## config.mk

```make
export PLATFORM = sky130hd
export DESIGN_NAME = pllcw_top
export DESIGN_NICKNAME = d
export VERILOG_FILES = /design/src/design/pllcw_shifter.v /design/src/design/pllcw_edge.v /design/src/design/pllcw_top.v
export VERILOG_INCLUDE_DIRS = /design/src /design/src/design
export SDC_FILE = /design/constraint.sdc
export NUM_CORES = 1
export LEC_CHECK = 0
export ABC_CLOCK_PERIOD_IN_PS = 3500
export BUFFER_PORTS_ARGS = -buffer_cell sky130_fd_sc_hd__buf_2
export CORE_MARGIN = 2
export CORE_UTILIZATION = 56
export CTS_CLUSTER_DIAMETER = 200
export DETAILED_ROUTE_END_ITERATION = 10
export GPL_TIMING_DRIVEN = 0
export PLACE_DENSITY = 0.83
export SETUP_SLACK_MARGIN = 0.05
export SYNTH_ARGS = -nofsm -noshare
export SYNTH_HDL_FRONTEND = slang
export SYNTH_SLANG_ARGS = --single-unit
```

## constraint.sdc

```tcl
create_clock -name clk -period 3.5 [get_ports clk]
set_input_delay 0.35 -clock clk [delete_from_list [all_inputs] [get_ports clk]]
set_output_delay 0.35 -clock clk [all_outputs]
set_load 0.005 [all_outputs]
```

## src/design/pllcw_consts.vh

```
`ifndef PLLCW_CONSTS_VH
`define PLLCW_CONSTS_VH
// Serial word layout
`define PLLCW_WORD_W        32
`define PLLCW_CNT_W         6
`define PLLCW_SEL_LO_BIT    0
`define PLLCW_SEL_HI_BIT    1
`define PLLCW_SEL_CODE      2'h2
`define PLLCW_POL_BIT       2
`define PLLCW_PRESET_BIT    3
`define PLLCW_CUR_LSB       4
`define PLLCW_CUR_W         4
`define PLLCW_PFD_LSB       8
`define PLLCW_PFD_W         2
`define PLLCW_FB_LSB        10
`define PLLCW_MUX_W         3
`define PLLCW_OUT0_LSB      13
`define PLLCW_OUT_NUM       5
`define PLLCW_POWER_BIT     28
`define PLLCW_SHARED_BIT    29
`define PLLCW_DIVRUN_BIT    30
`define PLLCW_PUMPON_BIT    31
// Power-up value of the whole word
`define PLLCW_RESET_VALUE   32'hDB6D_B4A2
`endif

```

## src/design/pllcw_shifter.v

```verilog
`timescale 1ns/1ps
`include "pllcw_consts.vh"
// Serial shift register: MSB first, word complete on rising latch enable
module pllcw_shifter (
  input  wire        clk,
  input  wire        rst,
  input  wire        ser_clk_rise,
  input  wire        ser_data,
  input  wire        ser_latch_rise,
  output reg  [31:0] word,
  output reg         word_valid
);
  always @(posedge clk) begin
    if (rst) begin
      word       <= 32'h0000_0000;
      word_valid <= 1'b0;
    end else begin
      word_valid <= ser_latch_rise;
      if (ser_clk_rise) begin
        word <= {word[30:0], ser_data};
      end
    end
  end
endmodule

```

## src/design/pllcw_edge.v

```verilog
`timescale 1ns/1ps
// Registers a synchronous pin and flags its rising edge
module pllcw_edge (
  input  wire clk,
  input  wire rst,
  input  wire pin,
  output reg  rise
);
  reg prev;
  always @(posedge clk) begin
    if (rst) begin
      prev <= 1'b0;
      rise <= 1'b0;
    end else begin
      prev <= pin;
      rise <= pin & ~prev;
    end
  end
endmodule

```

## src/design/pllcw_top.v

```verilog
// Operation
// - Bit 2 sets pump polarity, 0 positive and 1 negative current when reference leads.
// - Bit 3 at 1 presets the pump output to half its supply, powering up at 0.
// - Bits 4 to 7 hold the pump current setting with bit 4 least significant.
// - Bits 8 and 9 hold the phase detector pulse width, bit 8 least, powering up at 0.
// - Bits 10 to 12 hold the feedback select, powering up to binary 101.
// - Five three-bit output source selects sit at bits 13 to 27, each powering up to 101.
// - Bit 28 at 0 powers the device down, at 1 it runs, powering up at 1.
// - Bit 29 makes the shared pin a divider reset at 0 or a pump hold at 1.
// - Bit 30 at 0 holds all dividers in reset like the reset pin, powering up at 1.
// - Bit 31 at 0 puts the pump output in high impedance like the hold pin.
`timescale 1ns/1ps
`include "pllcw_consts.vh"
module pllcw_top (
  input  wire        clk,
  input  wire        rst,
  input  wire        ser_clk,
  input  wire        ser_data,
  input  wire        ser_latch,
  input  wire        shared_pin,
  output reg  [31:0] pll_control_word_two,
  output reg         pump_polarity,
  output reg         pump_midrail_preset,
  output reg  [3:0]  pump_current,
  output reg  [1:0]  phase_detector_width,
  output reg  [2:0]  feedback_select,
  output reg  [14:0] out_source,
  output reg         power_down_n,
  output reg         shared_pin_function,
  output reg         divider_reset,
  output reg         pump_hold
);
  // Power-up value of each field, sliced from the word
  localparam [31:0] RESET_WORD    = `PLLCW_RESET_VALUE;
  localparam [0:0]  RST_POLARITY  = RESET_WORD[`PLLCW_POL_BIT];
  localparam [0:0]  RST_PRESET    = RESET_WORD[`PLLCW_PRESET_BIT];
  localparam [3:0]  RST_CURRENT   = RESET_WORD[`PLLCW_CUR_LSB +: `PLLCW_CUR_W];
  localparam [1:0]  RST_DET_WIDTH = RESET_WORD[`PLLCW_PFD_LSB +: `PLLCW_PFD_W];
  localparam [2:0]  RST_FB_SEL    = RESET_WORD[`PLLCW_FB_LSB +: `PLLCW_MUX_W];
  localparam [14:0] RST_OUT_SRC   = RESET_WORD[`PLLCW_OUT0_LSB +: `PLLCW_OUT_NUM * `PLLCW_MUX_W];
  localparam [0:0]  RST_POWER_N   = RESET_WORD[`PLLCW_POWER_BIT];
  localparam [0:0]  RST_SHARED_FN = RESET_WORD[`PLLCW_SHARED_BIT];
  localparam [0:0]  RST_DIV_RESET = ~RESET_WORD[`PLLCW_DIVRUN_BIT];
  localparam [0:0]  RST_PUMP_HOLD = ~RESET_WORD[`PLLCW_PUMPON_BIT];

  wire        clk_rise;
  wire        latch_rise;
  wire [31:0] shift_word;
  wire        shift_valid;
  wire        load_code_ok;
  wire        load_word;
  reg  [31:0] next_word;

  // Fields of the incoming word and their next values
  wire        shift_pump_polarity;
  wire        shift_pump_midrail_preset;
  wire [3:0]  shift_pump_current;
  wire [1:0]  shift_phase_detector_width;
  wire [2:0]  shift_feedback_select;
  wire [14:0] shift_out_source;
  wire        shift_power_down_n;
  wire        shift_shared_pin_function;
  reg         next_pump_polarity;
  reg         next_pump_midrail_preset;
  reg  [3:0]  next_pump_current;
  reg  [1:0]  next_phase_detector_width;
  reg  [2:0]  next_feedback_select;
  reg  [14:0] next_out_source;
  reg         next_power_down_n;
  reg         next_shared_pin_function;

  // Shared pin and register conditions
  wire        dividers_run;
  wire        pump_active;
  reg         pin_divider_reset;
  reg         pin_pump_hold;
  wire        next_divider_reset;
  wire        next_pump_hold;

  pllcw_edge u_clk_edge (
    .clk  (clk),
    .rst  (rst),
    .pin  (ser_clk),
    .rise (clk_rise)
  );

  pllcw_edge u_latch_edge (
    .clk  (clk),
    .rst  (rst),
    .pin  (ser_latch),
    .rise (latch_rise)
  );

  pllcw_shifter u_shift (
    .clk            (clk),
    .rst            (rst),
    .ser_clk_rise   (clk_rise),
    .ser_data       (ser_data),
    .ser_latch_rise (latch_rise),
    .word           (shift_word),
    .word_valid     (shift_valid)
  );

  // Serial word is accepted only with the select pattern in its low bits
  assign load_code_ok = (shift_word[`PLLCW_SEL_HI_BIT:`PLLCW_SEL_LO_BIT] ==
                         `PLLCW_SEL_CODE);
  assign load_word    = shift_valid & load_code_ok;

  always @* begin
    next_word = pll_control_word_two;
    if (load_word) begin
      next_word = shift_word;
    end
  end

  always @(posedge clk) begin
    if (rst) begin
      pll_control_word_two <= RESET_WORD;
    end else begin
      pll_control_word_two <= next_word;
    end
  end

  // Field slices of the incoming word
  assign shift_pump_polarity        = shift_word[`PLLCW_POL_BIT];
  assign shift_pump_midrail_preset  = shift_word[`PLLCW_PRESET_BIT];
  assign shift_pump_current         = shift_word[`PLLCW_CUR_LSB +: `PLLCW_CUR_W];
  assign shift_phase_detector_width = shift_word[`PLLCW_PFD_LSB +: `PLLCW_PFD_W];
  assign shift_feedback_select      = shift_word[`PLLCW_FB_LSB +: `PLLCW_MUX_W];
  assign shift_power_down_n         = shift_word[`PLLCW_POWER_BIT];
  assign shift_shared_pin_function  = shift_word[`PLLCW_SHARED_BIT];

  // One select field per output pair
  genvar g;
  generate
    for (g = 0; g < `PLLCW_OUT_NUM; g = g + 1) begin : g_out
      assign shift_out_source[g*`PLLCW_MUX_W +: `PLLCW_MUX_W] =
               shift_word[`PLLCW_OUT0_LSB + g*`PLLCW_MUX_W +: `PLLCW_MUX_W];
    end
  endgenerate

  // Fields hold until an accepted word replaces them
  always @* begin
    next_pump_polarity = pump_polarity;
    if (load_word) begin
      next_pump_polarity = shift_pump_polarity;
    end
  end

  always @* begin
    next_pump_midrail_preset = pump_midrail_preset;
    if (load_word) begin
      next_pump_midrail_preset = shift_pump_midrail_preset;
    end
  end

  always @* begin
    next_pump_current = pump_current;
    if (load_word) begin
      next_pump_current = shift_pump_current;
    end
  end

  always @* begin
    next_phase_detector_width = phase_detector_width;
    if (load_word) begin
      next_phase_detector_width = shift_phase_detector_width;
    end
  end

  always @* begin
    next_feedback_select = feedback_select;
    if (load_word) begin
      next_feedback_select = shift_feedback_select;
    end
  end

  always @* begin
    next_out_source = out_source;
    if (load_word) begin
      next_out_source = shift_out_source;
    end
  end

  always @* begin
    next_power_down_n = power_down_n;
    if (load_word) begin
      next_power_down_n = shift_power_down_n;
    end
  end

  always @* begin
    next_shared_pin_function = shared_pin_function;
    if (load_word) begin
      next_shared_pin_function = shift_shared_pin_function;
    end
  end

  // Pin function decode and the combined hold conditions
  assign dividers_run = next_word[`PLLCW_DIVRUN_BIT];
  assign pump_active  = next_word[`PLLCW_PUMPON_BIT];

  always @* begin
    pin_divider_reset = 1'b0;
    pin_pump_hold     = 1'b0;
    case (next_shared_pin_function)
      1'b0: begin
        pin_divider_reset = shared_pin;
      end
      1'b1: begin
        pin_pump_hold = shared_pin;
      end
      default: begin
        pin_divider_reset = 1'b0;
        pin_pump_hold     = 1'b0;
      end
    endcase
  end

  assign next_divider_reset = ~dividers_run | pin_divider_reset;
  assign next_pump_hold     = ~pump_active | pin_pump_hold;

  // Registered outputs
  always @(posedge clk) begin
    if (rst) begin
      pump_polarity <= RST_POLARITY;
    end else begin
      pump_polarity <= next_pump_polarity;
    end
  end

  always @(posedge clk) begin
    if (rst) begin
      pump_midrail_preset <= RST_PRESET;
    end else begin
      pump_midrail_preset <= next_pump_midrail_preset;
    end
  end

  always @(posedge clk) begin
    if (rst) begin
      pump_current <= RST_CURRENT;
    end else begin
      pump_current <= next_pump_current;
    end
  end

  always @(posedge clk) begin
    if (rst) begin
      phase_detector_width <= RST_DET_WIDTH;
    end else begin
      phase_detector_width <= next_phase_detector_width;
    end
  end

  always @(posedge clk) begin
    if (rst) begin
      feedback_select <= RST_FB_SEL;
    end else begin
      feedback_select <= next_feedback_select;
    end
  end

  always @(posedge clk) begin
    if (rst) begin
      out_source <= RST_OUT_SRC;
    end else begin
      out_source <= next_out_source;
    end
  end

  always @(posedge clk) begin
    if (rst) begin
      power_down_n <= RST_POWER_N;
    end else begin
      power_down_n <= next_power_down_n;
    end
  end

  always @(posedge clk) begin
    if (rst) begin
      shared_pin_function <= RST_SHARED_FN;
    end else begin
      shared_pin_function <= next_shared_pin_function;
    end
  end

  always @(posedge clk) begin
    if (rst) begin
      divider_reset <= RST_DIV_RESET;
    end else begin
      divider_reset <= next_divider_reset;
    end
  end

  always @(posedge clk) begin
    if (rst) begin
      pump_hold <= RST_PUMP_HOLD;
    end else begin
      pump_hold <= next_pump_hold;
    end
  end
endmodule

```

==> impl_results.md, run 1 <==
* Total chip power at 1.483 mW
* CTS tree: done
* Die W at 74.19 um
* Dpl cells at 419
* CTS Buffer Depth at 2
* Crit path time final at 1.275 ns
* Die area at 0.005504 mm2
* Vias per inst at 4.769
* Endpoints failing hold at 0
* Initial core utilization at 0.5841
* Vias in the first global route at 1851
* Switch share at 0.2033
* Worst-margin pin slew at 0.5084 ns
* N_diodes at 0
* FF-to-FF path depth at 4
* DR pass1 iterations at 4
* Synthesized cell area at 0.002759 mm2
* Number of H-tree levels at 3
* Status: finished, final reports clean
* Gr usage total at 0.2075
* Slew Viols, Final at 0
* DRC Markers at 0
* Root buffer cell: clkbuf_8
* Initial antenna violation count at 0
* CP Max Fanout at 3
* Syn_nets at 292
* CTS Hold Bufs at 0
* Clock Latency Late Sink at 0.34 ns
* Pleak at 1.517 nW
* Max_cap viols at 0
* CTS Sinks at 72
* Commonest cells after routing, fill and taps aside: 73 x buf_2, 72 x dfxtp_1, 56 x nand2_1
* I/O Pins at 68
* Post-DR wirelength/cell at 12.39 um
* Synthesized area per cell at 9.646 um2
* Crit path DAT at 0.93 ns
* # port buffers at 66
* Fin crit share at 0.3643
* Setup WS pre-CTS at 2.145 ns
* Cells after synthesis at 286
* Synthesis Warnings at 0
* Reg power frac at 0.557
* Clock-pin slew on the worst setup and hold paths at 0.07 ns
* Core box area at 0.004723 mm2
* Number of routed nets with antenna violations at 0
* Row cnt at 25
* Die height at 74.19 um
* TNS Setup at 0 ns
* GRT overflow at 0
* Setup Viol. Count Final at 0
* CP Class: flop to output port
* Peak VDD IR at 0.0003188 V
* Register area share after synthesis at 0.5224
* Combinational share of power at 0.032
* Psw at 0.3015 mW
* Worst Path Required at 3.15 ns
* GP Congestion at 0.8065
* Detailed Route Iter0 Violations at 95
* Setup WS post-layout at 2.225 ns
* RSZ-0062 raised after global routing: no
* First-pass GRT wire length at 8424 um
* Area Overhead vs Synth at 21.36%
* Internal power at 1.182 mW
* Startpoint Class: flop
* Final #Nets at 369
* Post-Layout Cell Count at 432
* Vias at 2060
* Most common cell after layout, fill and taps aside: buf_2
* Fmax at 784.3 MHz
* CTS resizes at 0
* Synth Register Bits at 72
* Pwr/cell area at 443.0 mW/mm2
* Total CTS buffers at 9
* Worst min path class: input pin to flop
* Post-CTS Setup Bufs at 0
* Fin Clk Skew at 0.003025 ns
* Layout cell share with drive strength beyond 1 at 0.3370
* Crit end category: output port
* WHS Path Cells at 2
* Detailed Route WL at 5354 um
* DP HPWL at 3708 um
* Pin count of the biggest net entering global routing at 11
* Clock power frac at 0.411
* Slew HR at 0.6611
* Synth cell types at 21
==> metal layers <==
layer,up-vias,GRT usage,part of all wire
li1,1053,-,-
met1,941,0.2521,0.44
met2,58,0.3452,0.49
met3,8,0.04472,0.045
met4,0,0.1091,0.020
met5,-,0,0
==> registers in the layout, indices dropped and copies added, names as in the netlist <==
signal and count:
pll_control_word_two 32, u_clk_edge.rise 1, divider_reset 1, u_clk_edge.prev 1, u_latch_edge.rise 1, u_latch_edge.prev 1, u_shift.word 32, u_shift.word_valid 1
pump_hold 1, shared_pin_function 1
==> area by class of cell <==
| cell class | instances | area [um2] |
|---|---|---|
| Sequential cell | 72 | 1441 |
| Fill cell | 364 | 1375 |
| Multi-Input combinational cell | 168 | 1001 |
| Timing Repair Buffer | 66 | 330.3 |
| Buffer | 46 | 316.6 |
| Clock buffer | 12 | 145.1 |
| Tap cell | 67 | 83.83 |
| Clock inverter | 1 | 30.03 |
==> worst paths after layout <==
check                                  end  slack [ns]                      from
hold / removal           u_latch_edge.prev        0.25                 ser_latch
setup / recovery  pll_control_word_two[26]        2.22  pll_control_word_two[26]
hold reg to reg            u_clk_edge.rise        0.39           u_clk_edge.prev
setup reg to reg  pll_control_word_two[13]        2.26           u_shift.word[0]
==> through the flow <==
stage	hold WS, ns	utilization	cell area (um2)
global placement	0.3714	0.6718	3173
finish	0.2465	0.7089	3348
global route	0.2770	0.7089	3348
detailed placement	0.3766	0.6718	3173
floorplan	0.3674	-	2759
CTS	0.2452	0.7089	3348
==> worst max-delay path, stage by stage (launching register included) <==
cell and delay (ns):
dfxtp_1 0.37, buf_4 0.12, buf_2 0.09
==> cells by family after synthesis <==
| kind of cell | after synthesis | synth area share |
|---|---|---|
| compound gates | 15 | 0.03129 |
| buf+inv | 46 | 0.1147 |
| flops | 72 | 0.5224 |
| mux | 35 | 0.1306 |
| simple gates | 118 | 0.2009 |
==> synthesized netlist by cell type, drive strengths merged <==
cell     count  share of area
mux2i       33           0.12
or2          2         0.0045
nand3b      16          0.048
a21oi       13          0.024
nor2b        6          0.014
or3          1         0.0023
and3b        1         0.0032
a31oi        1         0.0045
o2bb2ai      1         0.0032
nor2        33          0.045
dfxtp       72           0.52
clkbuf       5         0.0068
nand2       56          0.076
mux2         2          0.011
nor3b        1         0.0027
nand3        2         0.0054
buf         41           0.11
==> power by group through the flow <==
| stage | combinational, mW | clock [mW] | sequential, mW |
|---|---|---|---|
| after detailed placement | 0.0473 | 0 | 0.844 |
| after global routing | 0.0510 | 0.654 | 0.826 |
| after CTS | 0.0473 | 0.619 | 0.826 |
| final | 0.0473 | 0.610 | 0.826 |
| after global placement | 0.0465 | 0 | 0.844 |
| after floorplan | 0.0352 | 0 | 0.844 |
Note: power is estimated with default switching activity, not from simulation.
==> run 2: changes to the inputs <==
--- a/config.mk
+++ b/config.mk
@@ -6,14 +6,15 @@
 export SDC_FILE = /design/constraint.sdc
 export NUM_CORES = 1
 export LEC_CHECK = 0
-export ABC_CLOCK_PERIOD_IN_PS = 3500
+export ABC_AREA = 1
+export ABC_CLOCK_PERIOD_IN_PS = 1100
 export BUFFER_PORTS_ARGS = -buffer_cell sky130_fd_sc_hd__buf_2
 export CORE_MARGIN = 2
-export CORE_UTILIZATION = 56
+export CORE_UTILIZATION = 47
 export CTS_CLUSTER_DIAMETER = 200
 export DETAILED_ROUTE_END_ITERATION = 10
 export GPL_TIMING_DRIVEN = 0
-export PLACE_DENSITY = 0.83
+export PLACE_DENSITY = 0.75
 export SETUP_SLACK_MARGIN = 0.05
 export SYNTH_ARGS = -nofsm -noshare
 export SYNTH_HDL_FRONTEND = slang
==> constraint.sdc (replaced) <==
create_clock -name clk -period 1.1 [get_ports clk]
set_input_delay 0.11 -clock clk [delete_from_list [all_inputs] [get_ports clk]]
set_output_delay 0.11 -clock clk [all_outputs]
set_load 0.005 [all_outputs]
==> run 2 against run 1 <==
Compared with the run above: total power rose to 3.4 times the previous value; core utilization down 9.9 points; sequential share of layout area rose by 0.64 points; via count grew 7.9%; highest routed layer unchanged.
==> impl_results.md, run 2 <==
* Most numerous cell in the Yosys netlist: nor2_1
* N_diodes at 0
* Worst-margin pin slew at 0.4888 ns
* Initial antenna violation count at 0
* Psw at 1.166 mW
* Initial core utilization at 0.4849
* Vias per inst at 4.591
* Syn_nets at 333
* Pin count of the biggest net entering global routing at 12
* DR pass1 iterations at 4
* DP HPWL at 3772 um
* Root buffer cell: clkbuf_8
* Number of routed nets with antenna violations at 0
* Vias in the first global route at 1926
* Fraction of registers with async set/reset at 0
* Slew Viols, Final at 0
* Die area at 0.006263 mm2
* CP Max Fanout at 3
* Vias at 2222
* Fillers at 524
* DRC Markers at 0
* Max_cap viols at 0
* Crit path DAT at 0.92 ns
* Crit end category: output port
* Pleak at 1.644 nW
* Internal power at 3.817 mW
* CTS Sinks at 72
* Endpoints failing hold at 0
* Switch share at 0.2339
* CP Cell Sequence: buf_4 -> buf_2
* Die W at 79.14 um
* Worst Path Required at 0.99 ns
* Layout cell share with drive strength beyond 1 at 0.3519
* CTS Buffer Depth at 2
* DRT met1 WL at 2513 um
* Startpoint Class: flop
* Row cnt at 27
* Detailed Route Iter0 Violations at 100
* Top Registers: pll_control_word_two x32, u_shift.word x32
* Worst min path class: input pin to flop
* Combinational share of power at 0.057
* Synthesized cell area at 0.002654 mm2
* Register area share after synthesis at 0.5431
* Number of synthesized flops with an enable pin at 0
* Pwr/cell area at 1492 mW/mm2
* Synthesis Warnings at 0
* Status: finished, final reports clean
* Most common library cells after synthesis: 90 x nor2_1, 72 x dfxtp_1, 44 x o21ai_0
* Cells after synthesis at 327
* Ys flop type: dfxtp_1
* WL met2 at 2444 um
* Clock-pin slew on the worst setup and hold paths at 0.07 ns
* Commonest cells after routing, fill and taps aside: 90 x nor2_1, 71 x buf_2, 60 x dfxtp_1
* Slew HR at 0.6741
* CP max stage delay at 0.37 ns
* CP Class: flop to output port
* Core box area at 0.005473 mm2
* Clock power frac at 0.385
* Detailed Route WL at 5358 um
* Flop2flop setup slack at 0.08 ns
* Most common cell after layout, fill and taps aside: nor2_1
* I/O Pins at 68
* # port buffers at 66
* Synth area leaders: dfxtp_1 54%, nor2_1 13%, o21ai_0 8.3%
* Gr usage total at 0.1791
* Total chip power at 4.983 mW
* Reg power frac at 0.557
* Total CTS buffers at 9
* Synth cell types at 17
* Setup Viol. Count Final at 0
* Crit path time final at 1.028 ns
* GRT overflow at 0
* Number of H-tree levels at 3
* Final std cell area, no fill at 0.003339 mm2
* GP Congestion at 0.8458
* CTS tree: done
* Peak VDD IR at 0.0007090 V
* Yosys top cell area share at 0.5431
* Slowest cell on the critical path: dfxtp_1
* Clock Latency Late Sink at 0.34 ns
* Synth Register Bits at 72
* First-pass GRT wire length at 8728 um
* Dominant cell type by area after synthesis: dfxtp_1
* Final Core Density at 0.6102
* Die height at 79.14 um
* Post-DR wirelength/cell at 11.07 um
* Final #Nets at 413
* Max Used Layer: met4
* Area Overhead vs Synth at 25.84%
* Wire length on met3 at 298 um
* RSZ-0062 raised after global routing: yes
* Placed Area at 0.003074 mm2
* Fin crit share at 0.9341
* Fin Clk Skew at 0.005484 ns
* Synthesized area per cell at 8.116 um2
* Fmax at 973.2 MHz
==> run 2: cell types whose count changed after synthesis, moves of 15 or more <==
cell      change
nand2_1      -16
o21ai_0      +44
nor2_1       +57
mux2i_1      -33
nand3b_1     -15
nand3_1      +17
==> run 2: critical path: cells and delay by family (launching register included) <==
family | cells | cell delay [ns]
buffers and inverters | 2 | 0.22
flip-flops | 1 | 0.37
==> run 2: through the flow <==
step	hold WS (ns)	instances	setup TNS [ns]	setup slack, ns
4_1_cts	0.002587	483	0	0.001987
2_1_floorplan	0.2346	327	0	0.09123
6_report	0.005202	484	0	0.07248
5_1_grt	0.02322	484	0	0.01458
3_3_place_gp	0.3216	465	-0.5920	-0.06452
3_5_place_dp	0.3413	465	-0.6938	-0.06189
==> run 2: cell type report <==
| class | instances | area, um2 | share of cell area |
|---|---|---|---|
| Buffer | 45 | 332.8 | 0.09966 |
| Clock inverter | 3 | 15.01 | 0.004496 |
| Inverter | 8 | 37.54 | 0.01124 |
| Timing Repair Buffer | 69 | 365.4 | 0.1094 |
| Clock buffer | 13 | 168.9 | 0.05058 |
| Tap cell | 72 | 90.09 | 0.02698 |
| Sequential cell | 72 | 1459 | 0.4369 |
| Multi-Input combinational cell | 202 | 870.8 | 0.2608 |
==> run 2: metal layers <==
| metal | up-vias | global-route usage |
|---|---|---|
| met2 | 61 | 0.2805 |
| li1 | 1173 | - |
| met5 | - | 0 |
| met3 | 11 | 0.03295 |
| met1 | 977 | 0.2332 |
| met4 | 0 | 0.09828 |
==> run 2: final timing paths <==
check	startpoint	to	cells after the start
setup / recovery	pll_control_word_two[5]	pump_current[1]	2
setup reg to reg	u_shift.word[0]	pll_control_word_two[17]	5
hold reg to reg	u_latch_edge.prev	u_latch_edge.rise	1
hold / removal	ser_latch	u_latch_edge.prev	3
==> run 2: cell families (layout without fill, tap and decap cells) <==
| kind of cell | Yosys count | after routing | synth area share |
|---|---|---|---|
| flops | 72 | 72 | 0.5431 |
| compound gates | 48 | 48 | 0.09052 |
| buf+inv | 53 | 138 | 0.1311 |
| simple gates | 154 | 154 | 0.2353 |
==> run 2: what timing repair did <==
action | in CTS | in global routing
endpoints found under the setup margin | 61 | 69
gates resized for setup | 12 | 30
buffers inserted | 1 | 1
hold buffers | 1 | 0
endpoints found under the hold margin | 2 | 0
==> run 2: power by group through the flow <==
stage	registers (mW)	logic [mW]	clock network, mW
2_1_floorplan	2.81	0.194	0
3_3_place_gp	2.83	0.262	0
3_5_place_dp	2.83	0.270	0
4_1_cts	2.77	0.277	1.95
5_1_grt	2.79	0.329	2.06
6_report	2.78	0.285	1.92
==> run 3: changes to the inputs <==
--- a/config.mk
+++ b/config.mk
@@ -15,7 +15,9 @@
 export DETAILED_ROUTE_END_ITERATION = 10
 export GPL_TIMING_DRIVEN = 0
 export PLACE_DENSITY = 0.75
+export RECOVER_POWER = 100
 export SETUP_SLACK_MARGIN = 0.05
+export SLEW_MARGIN = 30
 export SYNTH_ARGS = -nofsm -noshare
 export SYNTH_HDL_FRONTEND = slang
 export SYNTH_SLANG_ARGS = --single-unit
==> run 3 against run 2 <==
Compared with the run above: total power fell by 0.13%; critical path depth did not move; design area fell by 0.71%; register-to-register slack barely moved; setup slack got worse by 0.011 ns; sequential share of layout area barely moved.
==> impl_results.md, run 3 (same netlist as run 2, synthesis figures left out) <==
* Setup Viol. Count Final at 0
* Slew Viols, Final at 0
* Vias at 2234
* Initial antenna violation count at 0
* Placed Area at 0.003074 mm2
* Post-Layout Cell Count at 484
* Clock-pin slew on the worst setup and hold paths at 0.07 ns
* Peak VDD IR at 0.0007081 V
* Final Core Density at 0.6059
* Root buffer cell: clkbuf_8
* Total CTS buffers at 9
* Slew HR at 0.6723
* FF-to-FF path depth at 6
* WHS Path Cells at 3
* Number of H-tree levels at 3
* CTS Buffer Depth at 2
* Die W at 79.14 um
* Max_cap viols at 0
* CP Cell Sequence: buf_4 -> buf_2
* FF-to-FF Start: u_shift.word[0]
* Fillers at 531
* DR pass1 iterations at 4
* Pleak at 1.625 nW
* Gr usage total at 0.1791
* Area Overhead vs Synth at 24.94%
* Post-DR wirelength/cell at 11.04 um
* Die area at 0.006263 mm2
* CP Class: flop to output port
* Slowest cell on the critical path: dfxtp_1
* Endpoints failing hold at 0
* First-pass GRT wire length at 8728 um
* Row cnt at 27
* Number of routed nets with antenna violations at 0
* DRC Markers at 0
* Flop2flop setup slack at 0.08 ns
* Final std cell area, no fill at 0.003316 mm2
* GP Congestion at 0.8458
* Worst Hold End: u_latch_edge.prev
* Core box area at 0.005473 mm2
* Startpoint Class: flop
* TNS Setup at 0 ns
* Die height at 79.14 um
* Crit end category: output port
* CTS Sinks at 72
* Fmax at 962.8 MHz
* Fin Clk Skew at 0.005591 ns
* Fin crit share at 0.9442
* GRT overflow at 0
* Vias in the first global route at 1926
* Pwr/cell area at 1501 mW/mm2
* Setup WS post-layout at 0.06137 ns
* Worst-margin pin slew at 0.4916 ns
* Detailed Route WL at 5343 um
* # port buffers at 66
* N_diodes at 0
* Multi-input logic area at 870.8 um2
* Detailed Route Iter0 Violations at 125
* Dpl cells at 465
* Reg2Reg Capture Point: pll_control_word_two[17]
* Total chip power at 4.976 mW
* Top Registers: pll_control_word_two x32, u_shift.word x32
* RSZ-0062 raised after global routing: yes
* Setup WS pre-CTS at -0.06189 ns
* Commonest cells after routing, fill and taps aside: 90 x nor2_1, 68 x dfxtp_1, 62 x buf_2
* Vias per inst at 4.616
* CP max stage delay at 0.37 ns
* Crit path DAT at 0.93 ns
* Worst min path class: input pin to flop
* Hold path start: ser_latch
* CTS tree: done
* Pin count of the biggest net entering global routing at 12
* Initial core utilization at 0.4849
* DP HPWL at 3772 um
* Register area at 0.001449 mm2
* Worst hold margin at 0.005837 ns
* Clock Latency Late Sink at 0.34 ns
* Worst Path Required at 0.99 ns
* I/O Pins at 68
* Crit path time final at 1.039 ns
* Status: finished, final reports clean
* Layout cell share with drive strength beyond 1 at 0.3083
* Final #Nets at 413
* Most common cell after layout, fill and taps aside: nor2_1
* CP Max Fanout at 3
==> run 3: how the worst max path moves through the flow <==
stage | from | to | slack [ns] | depth (start not counted)
3_3_place_gp | u_shift.word[1] | pll_control_word_two[9] | -0.06 | 4
5_1_grt | u_shift.word[0] | pll_control_word_two[17] | 0.01 | 6
6_report | pll_control_word_two[10] | pll_control_word_two[10] | 0.06 | 2
3_5_place_dp | u_shift.word[0] | pll_control_word_two[14] | -0.06 | 5
2_1_floorplan | u_shift.word[0] | pll_control_word_two[11] | 0.09 | 5
4_1_cts | u_shift.word[0] | pll_control_word_two[26] | 0.002 | 5
==> run 3: power breakdown <==
group          internal (mW)  switching [mW]
clock network          0.993           0.925
logic                  0.117           0.164
registers               2.70          0.0742
total                   3.81            1.16
==> run 3: area by class of cell <==
| type | count | share of cell area |
|---|---|---|
| Inverter | 8 | 0.01132 |
| Timing Repair Buffer | 69 | 0.1072 |
| Tap cell | 72 | 0.02717 |
| Clock buffer | 13 | 0.05094 |
| Clock inverter | 3 | 0.004528 |
| Sequential cell | 72 | 0.4370 |
| Multi-Input combinational cell | 202 | 0.2626 |
| Buffer | 45 | 0.09925 |
==> run 3: metal layers <==
metal	track usage	vias to the layer above	routed length, um
met5	0	-	0
met4	0.09828	0	101
met3	0.03295	11	309
met2	0.2805	64	2474
met1	0.2332	984	2458
li1	-	1175	-
==> run 3: what timing repair did <==
action,in CTS,in global routing
gates cloned,0,0
hold buffers,1,0
gates resized for setup,12,30
hold endpoints to repair,2,0
buffers inserted,1,1
setup endpoints to repair,61,69
==> run 3: critical path, delay by kind of cell (launching register included) <==
family / cells / cell delay [ns]
flops: 1 / 0.37
buf+inv: 2 / 0.21
